## src/pkg/dtcc_map.svh

```systemverilog
// register offsets, field positions, reset values and timing counts of the capture/compare array
`ifndef DTCC_MAP_SVH
`define DTCC_MAP_SVH
`define DTCC_NCH 16
`define DTCC_ADDR_W 6
// word addresses: per-channel register value 0x00..0x0F, per-channel mode 0x10..0x1F
`define DTCC_OFF_VAL 6'h00
`define DTCC_OFF_MODE 6'h10
`define DTCC_OFF_TA_CNT 6'h20
`define DTCC_OFF_TA_REL 6'h21
`define DTCC_OFF_TB_CNT 6'h22
`define DTCC_OFF_TB_REL 6'h23
`define DTCC_OFF_TA_CTL 6'h24
`define DTCC_OFF_TB_CTL 6'h25
`define DTCC_OFF_FLAGS 6'h26
`define DTCC_OFF_GLOBAL 6'h27
// channel mode word fields
`define DTCC_MODE_FN_LSB 0
`define DTCC_MODE_TSEL_BIT 3
`define DTCC_MODE_SINGLE_BIT 4
`define DTCC_MODE_DOUBLE_BIT 5
`define DTCC_MODE_EDGE_LSB 6
// timer control fields: bit0 run, bits3:1 source
`define DTCC_TCTL_RUN_BIT 0
`define DTCC_TCTL_SRC_LSB 1
// global control: bit0 staggered
`define DTCC_GLB_STAG_BIT 0
`define DTCC_STAG_CYCLES 8
`define DTCC_RESET_WORD 16'h0000
`endif

```

## src/pkg/dtcc_pkg.sv

```systemverilog
// types shared by the capture/compare array
package dtcc_pkg;
   // channel function: compare modes 0..3, capture, off
   typedef enum logic [2:0] {
      DTCC_CMP0 = 3'h0,
      DTCC_CMP1 = 3'h1,
      DTCC_CMP2 = 3'h2,
      DTCC_CMP3 = 3'h3,
      DTCC_CAPT = 3'h4,
      DTCC_OFF = 3'h7
   } dtcc_fn_type;
   typedef enum logic [1:0] {
      DTCC_EDGE_RISE = 2'h1,
      DTCC_EDGE_FALL = 2'h2,
      DTCC_EDGE_BOTH = 2'h3
   } dtcc_edge_type;
   // timer clock sources
   typedef enum logic [2:0] {
      DTCC_SRC_DIV8 = 3'h0,
      DTCC_SRC_DIV16 = 3'h1,
      DTCC_SRC_DIV32 = 3'h2,
      DTCC_SRC_DIV64 = 3'h3,
      DTCC_SRC_OVF = 3'h4,
      DTCC_SRC_EXT = 3'h5,
      DTCC_SRC_DIV1 = 3'h6
   } dtcc_src_type;
   typedef struct packed {
      dtcc_edge_type trig;
      logic dbl;
      logic single;
      logic tsel;
      dtcc_fn_type fn;
   } dtcc_mode_type;
   // register bus request
   typedef struct packed {
      logic [5:0] addr;
      logic [15:0] wdata;
      logic wr;
      logic rd;
   } dtcc_bus_type;
endpackage

```

## src/logic/dtcc_array.sv

```systemverilog
// dual time base 16-channel capture/compare array with register port
//
// Implementation choices: the register addresses and strobed register access.
`timescale 1ns/1ps
`default_nettype none
`include "dtcc_map.svh"
module dtcc_array (
   input wire logic CLK,
   input wire logic RST_B,
   input wire dtcc_pkg::dtcc_bus_type BUS,
   output logic [15:0] RDATA,
   input wire logic OVF_TICK,
   input wire logic EXT_COUNT,
   input wire logic [15:0] PIN_IN,
   output logic [15:0] PIN_OUT,
   output logic [15:0] PIN_OE
);
   import dtcc_pkg::*;

   localparam int NCH = `DTCC_NCH;

   // register map, one 16-bit word per address
   //   0x00..0x0F value of channel n: compare target, or the count a capture took
   //   0x10..0x1F mode byte of channel n; the upper byte is not stored and reads zero
   //   0x20 time_base_a count, writable at any time; a write beats a tick
   //   0x21 time_base_a reload, loaded into the count by the tick that overflows
   //   0x22 time_base_b count
   //   0x23 time_base_b reload
   //   0x24 time_base_a control
   //   0x25 time_base_b control
   //   0x26 request flags, one per channel, write one to clear
   //   0x27 global control, bit 0 selects staggered mode
   //   anything above 0x27 reads zero and ignores writes
   // mode byte
   //   [2:0] function: 0..3 compare modes, 4 capture, 7 off; 5 and 6 act as off
   //   [3] time base select: 0 picks time_base_a, 1 picks time_base_b
   //   [4] single event: after its first compare hit the channel makes no more hits; captures still run
   //   [5] double register: channels 2k and 2k+1 share pin 2k
   //   [7:6] capture trigger: 1 rising, 2 falling, 3 either edge, 0 never
   // timer control word
   //   [0] run; a stopped timer holds its count and still takes writes
   //   [3:1] clock source: 0 /8, 1 /16, 2 /32, 3 /64, 4 general timer overflow,
   //         5 external count rising edge (time_base_a only), 6 every clock;
   //         7 is not decoded and leaves the timer standing
   // timing
   //   a tick seen with count 0xFFFF is the overflow tick: it loads the reload value
   //   a compare hit needs a tick and count equal to value, taken before the step,
   //   so pin and flag move at the same edge that advances the timer
   //   staggered mode holds the clock-derived sources to one tick per eight clocks;
   //   overflow ticks and the external count are events and pass straight through
   //   a capture samples the pin as it arrives; the pin must already be clean
   //   and synchronous, since no synchroniser sits in front of the edge test
   // limitations
   //   the prescaler runs free from reset, so the first prescaled tick after a
   //   start may come anywhere inside the first division period
   //   a value write and a capture in one cycle: the capture is kept
   //   a flag clear and a new event in one cycle: the flag stays set
   //   rewriting a mode byte re-arms single-event and once-per-period channels
   //   in double mode the odd channel's own pin is released for other use

   // register contents, written by software or by captures
   logic [15:0] val_ff [NCH];
   dtcc_mode_type mode_ff [NCH];
   logic [15:0] tmr_ff [2];
   logic [15:0] rel_ff [2];
   logic [3:0] tctl_ff [2];
   logic stag_ff;
   // event state per channel
   logic [15:0] flag_ff;
   logic [15:0] fired_ff;
   logic [15:0] pin_ff;
   logic [15:0] pin_prev_ff;
   // free-running dividers and input edge history
   logic [5:0] pre_ff;
   logic [2:0] stag_cnt_ff;
   logic ext_prev_ff;
   logic [15:0] rdata_ff;
   // combinational event lines, one bit per time base or channel
   logic [1:0] tick;
   logic [1:0] ovf;
   logic [15:0] hit;
   logic [15:0] cap;
   logic [15:0] clr_fired;
   logic [15:0] pin_tog;
   logic [15:0] pin_set;
   logic [15:0] pin_clr;
   logic ext_rise;
   logic stag_en;

   // word address decode, used by several write processes
   function automatic logic wr_hit(input dtcc_bus_type b, input logic [5:0] a);
      wr_hit = b.wr && (b.addr == a);
   endfunction

   // edge test on a captured pin against its chosen trigger
   function automatic logic edge_match(input dtcc_edge_type e, input logic now,
                                       input logic prev);
      edge_match = (e[0] && now && !prev) || (e[1] && !now && prev);
   endfunction

   // system clock prescaler and staggered-mode slot counter
   always_ff @(posedge CLK or negedge RST_B) begin
      if (!RST_B) begin
         pre_ff <= 6'h00;
         stag_cnt_ff <= 3'h0;
         ext_prev_ff <= 1'b0;
      end else begin
         pre_ff <= pre_ff + 6'h01;
         stag_cnt_ff <= stag_cnt_ff + 3'h1;
         ext_prev_ff <= EXT_COUNT;
      end
   end

   // staggered mode only lets clock-derived ticks through once every eight cycles
   assign stag_en = !stag_ff || (stag_cnt_ff == 3'(`DTCC_STAG_CYCLES - 1));
   assign ext_rise = EXT_COUNT && !ext_prev_ff;

   // count enables and overflow per time base
   genvar t;
   generate
      for (t = 0; t < 2; t++) begin : g_tmr
         dtcc_src_type src;
         logic raw;
         assign src = dtcc_src_type'(tctl_ff[t][`DTCC_TCTL_SRC_LSB +: 3]);
         always_comb begin
            case (src)
               DTCC_SRC_DIV1: raw = 1'b1;
               DTCC_SRC_DIV8: raw = (pre_ff[2:0] == 3'h7);
               DTCC_SRC_DIV16: raw = (pre_ff[3:0] == 4'hF);
               DTCC_SRC_DIV32: raw = (pre_ff[4:0] == 5'h1F);
               DTCC_SRC_DIV64: raw = (pre_ff == 6'h3F);
               DTCC_SRC_OVF: raw = OVF_TICK;
               DTCC_SRC_EXT: raw = (t == 0) ? ext_rise : 1'b0;
               default: raw = 1'b0;
            endcase
         end
         // external events are not held back by staggering, prescaled ticks are
         assign tick[t] = tctl_ff[t][`DTCC_TCTL_RUN_BIT] && raw &&
                          (src == DTCC_SRC_OVF || src == DTCC_SRC_EXT || stag_en);
         assign ovf[t] = tick[t] && (tmr_ff[t] == 16'hFFFF);

         // timer count with reload on overflow; software write wins over a count
         always_ff @(posedge CLK or negedge RST_B) begin
            if (!RST_B) begin
               tmr_ff[t] <= `DTCC_RESET_WORD;
               rel_ff[t] <= `DTCC_RESET_WORD;
               tctl_ff[t] <= 4'h0;
            end else begin
               if (wr_hit(BUS, 6'(`DTCC_OFF_TA_CNT + 2 * t))) begin
                  tmr_ff[t] <= BUS.wdata;
               end else if (ovf[t]) begin
                  tmr_ff[t] <= rel_ff[t];
               end else if (tick[t]) begin
                  tmr_ff[t] <= tmr_ff[t] + 16'h0001;
               end
               if (wr_hit(BUS, 6'(`DTCC_OFF_TA_REL + 2 * t))) begin
                  rel_ff[t] <= BUS.wdata;
               end
               if (wr_hit(BUS, 6'(`DTCC_OFF_TA_CTL + t))) begin
                  tctl_ff[t] <= BUS.wdata[3:0];
               end
            end
         end
      end
   endgenerate

   // per-channel compare and capture decision
   genvar c;
   generate
      for (c = 0; c < NCH; c++) begin : g_ch
         logic ts;
         logic cmp;
         logic once;
         logic blocked;
         // in double mode the odd channel drives its even partner's pin
         assign ts = mode_ff[c].tsel;
         assign once = (mode_ff[c].fn == DTCC_CMP2) || (mode_ff[c].fn == DTCC_CMP3);
         assign blocked = fired_ff[c] && (once || mode_ff[c].single);
         assign cmp = !mode_ff[c].fn[2] && tick[ts] &&
                      (tmr_ff[ts] == val_ff[c]);
         assign hit[c] = cmp && !blocked;
         assign cap[c] = (mode_ff[c].fn == DTCC_CAPT) &&
                         edge_match(mode_ff[c].trig, PIN_IN[c], pin_prev_ff[c]);
         // single-event channels stay stopped until software rewrites the mode
         assign clr_fired[c] = ovf[ts] && once && !mode_ff[c].single;
         // toggling is gathered at the pin that the channel drives
         assign pin_tog[c] = (hit[c] && mode_ff[c].fn == DTCC_CMP1 && !mode_ff[c].dbl) ||
                             (hit[c] && mode_ff[c].dbl && !mode_ff[c].fn[2] &&
                              (c % 2 == 0)) ||
                             (hit[c ^ 1] && mode_ff[c ^ 1].dbl &&
                              !mode_ff[c ^ 1].fn[2] && (c % 2 == 0));
         assign pin_set[c] = hit[c] && (mode_ff[c].fn == DTCC_CMP3);
         assign pin_clr[c] = ovf[ts] && (mode_ff[c].fn == DTCC_CMP3);
         // pins drive only when the channel, or its odd partner in double mode, compares with an output mode
         assign PIN_OE[c] = (!mode_ff[c].dbl &&
                             (mode_ff[c].fn == DTCC_CMP1 || mode_ff[c].fn == DTCC_CMP3)) ||
                            ((c % 2 == 0) && mode_ff[c].dbl && !mode_ff[c].fn[2]) ||
                            ((c % 2 == 0) && mode_ff[c ^ 1].dbl &&
                             !mode_ff[c ^ 1].fn[2]);
      end
   endgenerate

   // channel values: capture load beats a same-cycle software write
   always_ff @(posedge CLK or negedge RST_B) begin
      if (!RST_B) begin
         for (int i = 0; i < NCH; i++) begin
            val_ff[i] <= `DTCC_RESET_WORD;
         end
      end else begin
         for (int i = 0; i < NCH; i++) begin
            if (cap[i]) begin
               val_ff[i] <= tmr_ff[mode_ff[i].tsel];
            end else if (wr_hit(BUS, 6'(`DTCC_OFF_VAL + i))) begin
               val_ff[i] <= BUS.wdata;
            end
         end
      end
   end

   // channel modes; writing a mode also re-arms the once-only mark
   always_ff @(posedge CLK or negedge RST_B) begin
      if (!RST_B) begin
         for (int i = 0; i < NCH; i++) begin
            mode_ff[i] <= '{trig: DTCC_EDGE_RISE, dbl: 1'b0, single: 1'b0,
                            tsel: 1'b0, fn: DTCC_OFF};
         end
         stag_ff <= 1'b0;
      end else begin
         for (int i = 0; i < NCH; i++) begin
            if (wr_hit(BUS, 6'(`DTCC_OFF_MODE + i))) begin
               mode_ff[i] <= dtcc_mode_type'(BUS.wdata[7:0]);
            end
         end
         if (wr_hit(BUS, `DTCC_OFF_GLOBAL)) begin
            stag_ff <= BUS.wdata[`DTCC_GLB_STAG_BIT];
         end
      end
   end

   // fired marks: set on a compare hit, cleared at mode write or, for once-per-period channels, at overflow; set wins
   always_ff @(posedge CLK or negedge RST_B) begin
      if (!RST_B) begin
         fired_ff <= 16'h0000;
      end else begin
         for (int i = 0; i < NCH; i++) begin
            if (hit[i]) begin
               fired_ff[i] <= 1'b1;
            end else if (clr_fired[i] || wr_hit(BUS, 6'(`DTCC_OFF_MODE + i))) begin
               fired_ff[i] <= 1'b0;
            end
         end
      end
   end

   // request flags: write one to clear, a new event in the same cycle wins
   always_ff @(posedge CLK or negedge RST_B) begin
      if (!RST_B) begin
         flag_ff <= 16'h0000;
      end else begin
         for (int i = 0; i < NCH; i++) begin
            if (cap[i] || hit[i]) begin
               flag_ff[i] <= 1'b1;
            end else if (wr_hit(BUS, `DTCC_OFF_FLAGS) && BUS.wdata[i]) begin
               flag_ff[i] <= 1'b0;
            end
         end
      end
   end

   // output pin levels; mode 0 and 2 touch the pin only in double mode
   always_ff @(posedge CLK or negedge RST_B) begin
      if (!RST_B) begin
         pin_ff <= 16'h0000;
         pin_prev_ff <= 16'h0000;
      end else begin
         pin_prev_ff <= PIN_IN;
         for (int i = 0; i < NCH; i++) begin
            if (pin_set[i]) begin
               pin_ff[i] <= 1'b1;
            end else if (pin_clr[i]) begin
               pin_ff[i] <= 1'b0;
            end else if (pin_tog[i]) begin
               pin_ff[i] <= !pin_ff[i];
            end
         end
      end
   end
   assign PIN_OUT = pin_ff;

   // read port: data stand in the cycle after the strobe; unmapped reads zero
   always_ff @(posedge CLK or negedge RST_B) begin
      if (!RST_B) begin
         rdata_ff <= 16'h0000;
      end else if (BUS.rd) begin
         if (BUS.addr < 6'h10) begin
            rdata_ff <= val_ff[BUS.addr[3:0]];
         end else if (BUS.addr < 6'h20) begin
            rdata_ff <= {8'h00, mode_ff[BUS.addr[3:0]]};
         end else begin
            case (BUS.addr)
               `DTCC_OFF_TA_CNT: rdata_ff <= tmr_ff[0];
               `DTCC_OFF_TA_REL: rdata_ff <= rel_ff[0];
               `DTCC_OFF_TB_CNT: rdata_ff <= tmr_ff[1];
               `DTCC_OFF_TB_REL: rdata_ff <= rel_ff[1];
               `DTCC_OFF_TA_CTL: rdata_ff <= {12'h000, tctl_ff[0]};
               `DTCC_OFF_TB_CTL: rdata_ff <= {12'h000, tctl_ff[1]};
               `DTCC_OFF_FLAGS: rdata_ff <= flag_ff;
               `DTCC_OFF_GLOBAL: rdata_ff <= {15'h0000, stag_ff};
               default: rdata_ff <= 16'h0000;
            endcase
         end
      end else begin
         rdata_ff <= 16'h0000;
      end
   end
   assign RDATA = rdata_ff;
endmodule
`default_nettype wire

```

## config.mk

```make
export PLATFORM = sky130hd
export DESIGN_NAME = dtcc_array
export DESIGN_NICKNAME = d
export VERILOG_FILES = /design/src/pkg/dtcc_pkg.sv /design/src/logic/dtcc_array.sv
export VERILOG_INCLUDE_DIRS = /design/src /design/src/pkg
export SDC_FILE = /design/constraint.sdc
export NUM_CORES = 2
export LEC_CHECK = 0
export BUFFER_PORTS_ARGS = -buffer_cell sky130_fd_sc_hd__buf_2
export CORE_MARGIN = 4
export CORE_UTILIZATION = 41
export DETAILED_ROUTE_END_ITERATION = 7
export GPL_TIMING_DRIVEN = 0
export PLACE_DENSITY = 0.59
export SYNTH_ARGS = -nofsm -noshare
export SYNTH_HDL_FRONTEND = slang
export SYNTH_SLANG_ARGS = --single-unit
```

## constraint.sdc

```tcl
create_clock -name CLK -period 2.7 [get_ports CLK]
set_input_delay 0.135 -clock CLK [delete_from_list [all_inputs] [get_ports CLK]]
set_output_delay 0.135 -clock CLK [all_outputs]
set_load 0.05 [all_outputs]
```

==> metrics.txt <==
status=complete, but fails checks; failing checks=DRC, capacitance limit, slew limit, setup timing; share of cells above drive strength 1=0.2838; FP Rows=~110; worst hold-check path type=in2reg; CTS tree=built; max_slew headroom=-0.04447; crit share post-route=1.187; total number of vias=34460; vias in the first global route=32500; met1 GRT Util=0.5064; antenna viol nets, final=0; dpl hpwl=139800 um; CP Data Arrival Time=3.75 ns; CP Capture Type=flip-flop; DR iter-0 viols=5640; ys async rst share=1.000; GRT Overall Usage=0.4035; global routing usage on met3=0.1664; final worst slack=-0.5061 ns; Net Count, Synth=about 3600; P_leak=17.51 nW; critical path cell sequence=clkbuf_2 > mux2i_1 > xnor2_1 > nor4_2 > o211ai_1 > o32a_1 > mux2_4 > a21o_1; max-cap violations=5; root buffer cell=clkbuf_16; Placed Instance Area=38340 um^2; CP startpoint kind=flip-flop; Die Height=305.3 um; flops & latches, synth=547; Final Hold Slack=approximately 0.021 ns; CP peak stage delay=0.57 ns; power per cell area=925.4 nW/um^2; Gate Count Post-Synth=about 3600; gr ovfl total=0; CP max stage cell=dfrtp_1; busiest layer in global routing=met2; first-pass GRT wire length=around 260000 um; drc violations=11; peak supply drop=0.0005981 V; Final Instance Area=between 40000 and 50000 um^2; # clock sinks=547; final hold viol count=0; Slew @ Worst Pin=1.567 ns; Unique masters post-synth=between 70 and 80; Yosys top cell area share=0.3335; # fillers=8157; initial antenna violation count=12; non-filler cells, final=5039; GPL Wtd Cong=1.063; total wire length=194800 um; die width=305.3 um; sequential fraction of the synthesis area=0.3799; Synth area leader=dfrtp_1; crit path kind=reg2reg; Mapped Area=36240 um^2; fin crit period=3.206 ns; setup TNS=-11.99 ns; Post-Place Worst Slack=-1.778 ns; CP Max Fanout=10; ranking of synthesized cells by area=dfrtp_1 33%, mux2_2 8.9%, mux4_2 8.4%; yosys warns=0; Synth Area per Inst=slightly above 10 um^2; Clock Path Buffers=3; die footprint=93210 um^2; Post-synth EDFFs=0; largest net degree at the start of global routing=111; met2 Use GR=0.5533; Clock Latency Late Sink=0.66 ns; Worst Path Required=3.24 ns; io pins=approximately 90; fin. max-slew vios=47; Initial Util=0.4158; total power=39.81 mW; Worst Skew=0.02324 ns; clock buffer count from CTS=between 60 and 70; setup repair after global routing missed its margin=yes; Post-layout nets=3881; core area=87160 um^2; Worst-path clk slew=0.06 ns; Most used DFF post-synth=dfrtp_1; placed insts=between 4000 and 5000; footprint of the multi-input gates=21870 um^2; Storage cell area=~14000 um^2; drt via density=6.838; Layout Area Growth over Synthesis=18.71%; H-tree depth=3; final setup violation count=67; wire length per cell=38.65 um; # port buffers=80; max frequency=roughly 310 MHz; Final Util=0.4936; DR pass1 iterations=8
[final timing paths]
check | from | end | slack (ns) | cells after the start
hold reg to reg | stag_cnt_ff[0] | stag_cnt_ff[0] | 0.43 | 1
min in group asynchronous | RST_B | pin_prev_ff[14] | 0.07 | 2
max in group asynchronous | RST_B | mode_ff[113] | 0.82 | 5
hold / removal | BUS[4] | flag_ff[2] | 0.02 | 3
setup / recovery | tmr_ff[31] | PIN_OUT[2] | -0.51 | 8
setup reg to reg | tmr_ff[31] | PIN_OUT[2] | -0.51 | 8
[synthesized netlist by cell type, types with 6 or more instances]
| master | number |
|---|---|
| a211o_1 | 9 |
| a211oi_1 | 119 |
| a21boi_0 | 8 |
| a21o_1 | 14 |
| a21oi_1 | 307 |
| a22oi_1 | 20 |
| a311oi_1 | 16 |
| a32oi_1 | 7 |
| and2_1 | 9 |
| and3_1 | 22 |
| buf_1 | 22 |
| buf_2 | 89 |
| clkbuf_1 | 203 |
| dfrtp_1 | 483 |
| dfstp_2 | 64 |
| ha_1 | 9 |
| inv_1 | 67 |
| mux2_2 | 288 |
| mux2i_1 | 285 |
| mux4_2 | 135 |
| nand2_1 | 209 |
| nand2b_1 | 17 |
| nand3_1 | 46 |
| nand4_1 | 24 |
| nor2_1 | 259 |
| nor2b_1 | 103 |
| nor3_1 | 80 |
| nor3b_1 | 9 |
| nor4_1 | 112 |
| nor4_2 | 9 |
| nor4b_2 | 7 |
| o2111ai_1 | 7 |
| o211a_1 | 9 |
| o211ai_1 | 12 |
| o21ai_0 | 108 |
| o21bai_1 | 8 |
| o22a_1 | 6 |
| o22ai_1 | 25 |
| o32a_1 | 8 |
| or3_1 | 12 |
| or4_1 | 9 |
| xnor2_1 | 260 |
[worst max-delay path: cells and delay by family (launching register included)]
kind / cells / cell delay, ns
DFF: 1 / 0.57
and+or+nand+nor: 1 / 0.52
AOI/OAI and AO/OA: 3 / 0.71
muxes: 2 / 0.60
xor gates and xnor gates: 1 / 0.23
buffers and inverters: 1 / 0.47
[sequential cells by signal (all words and copies together), names as in the netlist]
name	flops
tmr_ff	32
val_ff	256
pin_prev_ff	16
rel_ff	32
PIN_OUT	16
RDATA	16
g_ch.ts	16
stag_cnt_ff	3
fired_ff	16
stag_ff	1
flag_ff	16
ext_prev_ff	1
g_tmr.src	6
tctl_ff	2
mode_ff	112
pre_ff	6
[metal layers]
layer	part of all wire	wire length (um)
met2	0.39	76360
met1	0.36	70750
met4	0.10	19520
met5	0.0014	280
met3	0.14	27850
[cells in the final DEF, fill, tap and decap left out, types with 135 or more instances in the layout]
cell      instances
clkbuf_1        145
mux4_2          135
mux2i_1         248
nand2_1         209
xnor2_1         259
nor2_1          246
buf_2           145
a21oi_1         292
mux2_2          279
dfrtp_1         479
[final cells by class]
type	count	share of cell area
Multi-Input combinational cell	2647	0.5085
Sequential cell	547	0.3202
Clock buffer	96	0.04555
Buffer	319	0.04203
Timing Repair Buffer	178	0.03610
Tap cell	1155	0.03359
Clock inverter	26	0.007911
Inverter	67	0.005846
Antenna cell	4	0.0002327
[repair_timing]
action / in CTS / in global routing
cloned: 4 / 1
endpoints found under the setup margin: 215 / 121
pin swaps: 61 / 40
setup buffers: 39 / 23
hold endpoints to repair: 112 / 0
hold buffers: 26 / 0
gates resized for setup: 312 / 150
[logic make-up (layout without fill, tap and decap cells)]
family / count (synthesis) / in the layout / synth area share
xor+xnor: 261 / 261 / 0.06308
mux: 708 / 708 / 0.2521
simple gates: 944 / 944 / 0.1315
compound gates: 725 / 725 / 0.1253
flops: 547 / 547 / 0.3799
other cells: 0 / 4 / 0
buf+inv: 390 / 686 / 0.04492
fa+ha+maj: 9 / 9 / 0.003108
[report_power, final]
group          internal [mW]  switching (mW)
combinational           6.49            10.5
clock                   5.75            4.05
sequential              10.3            2.76
total                   22.5            17.3
No activity file was read; power rests on OpenSTA's default activity.
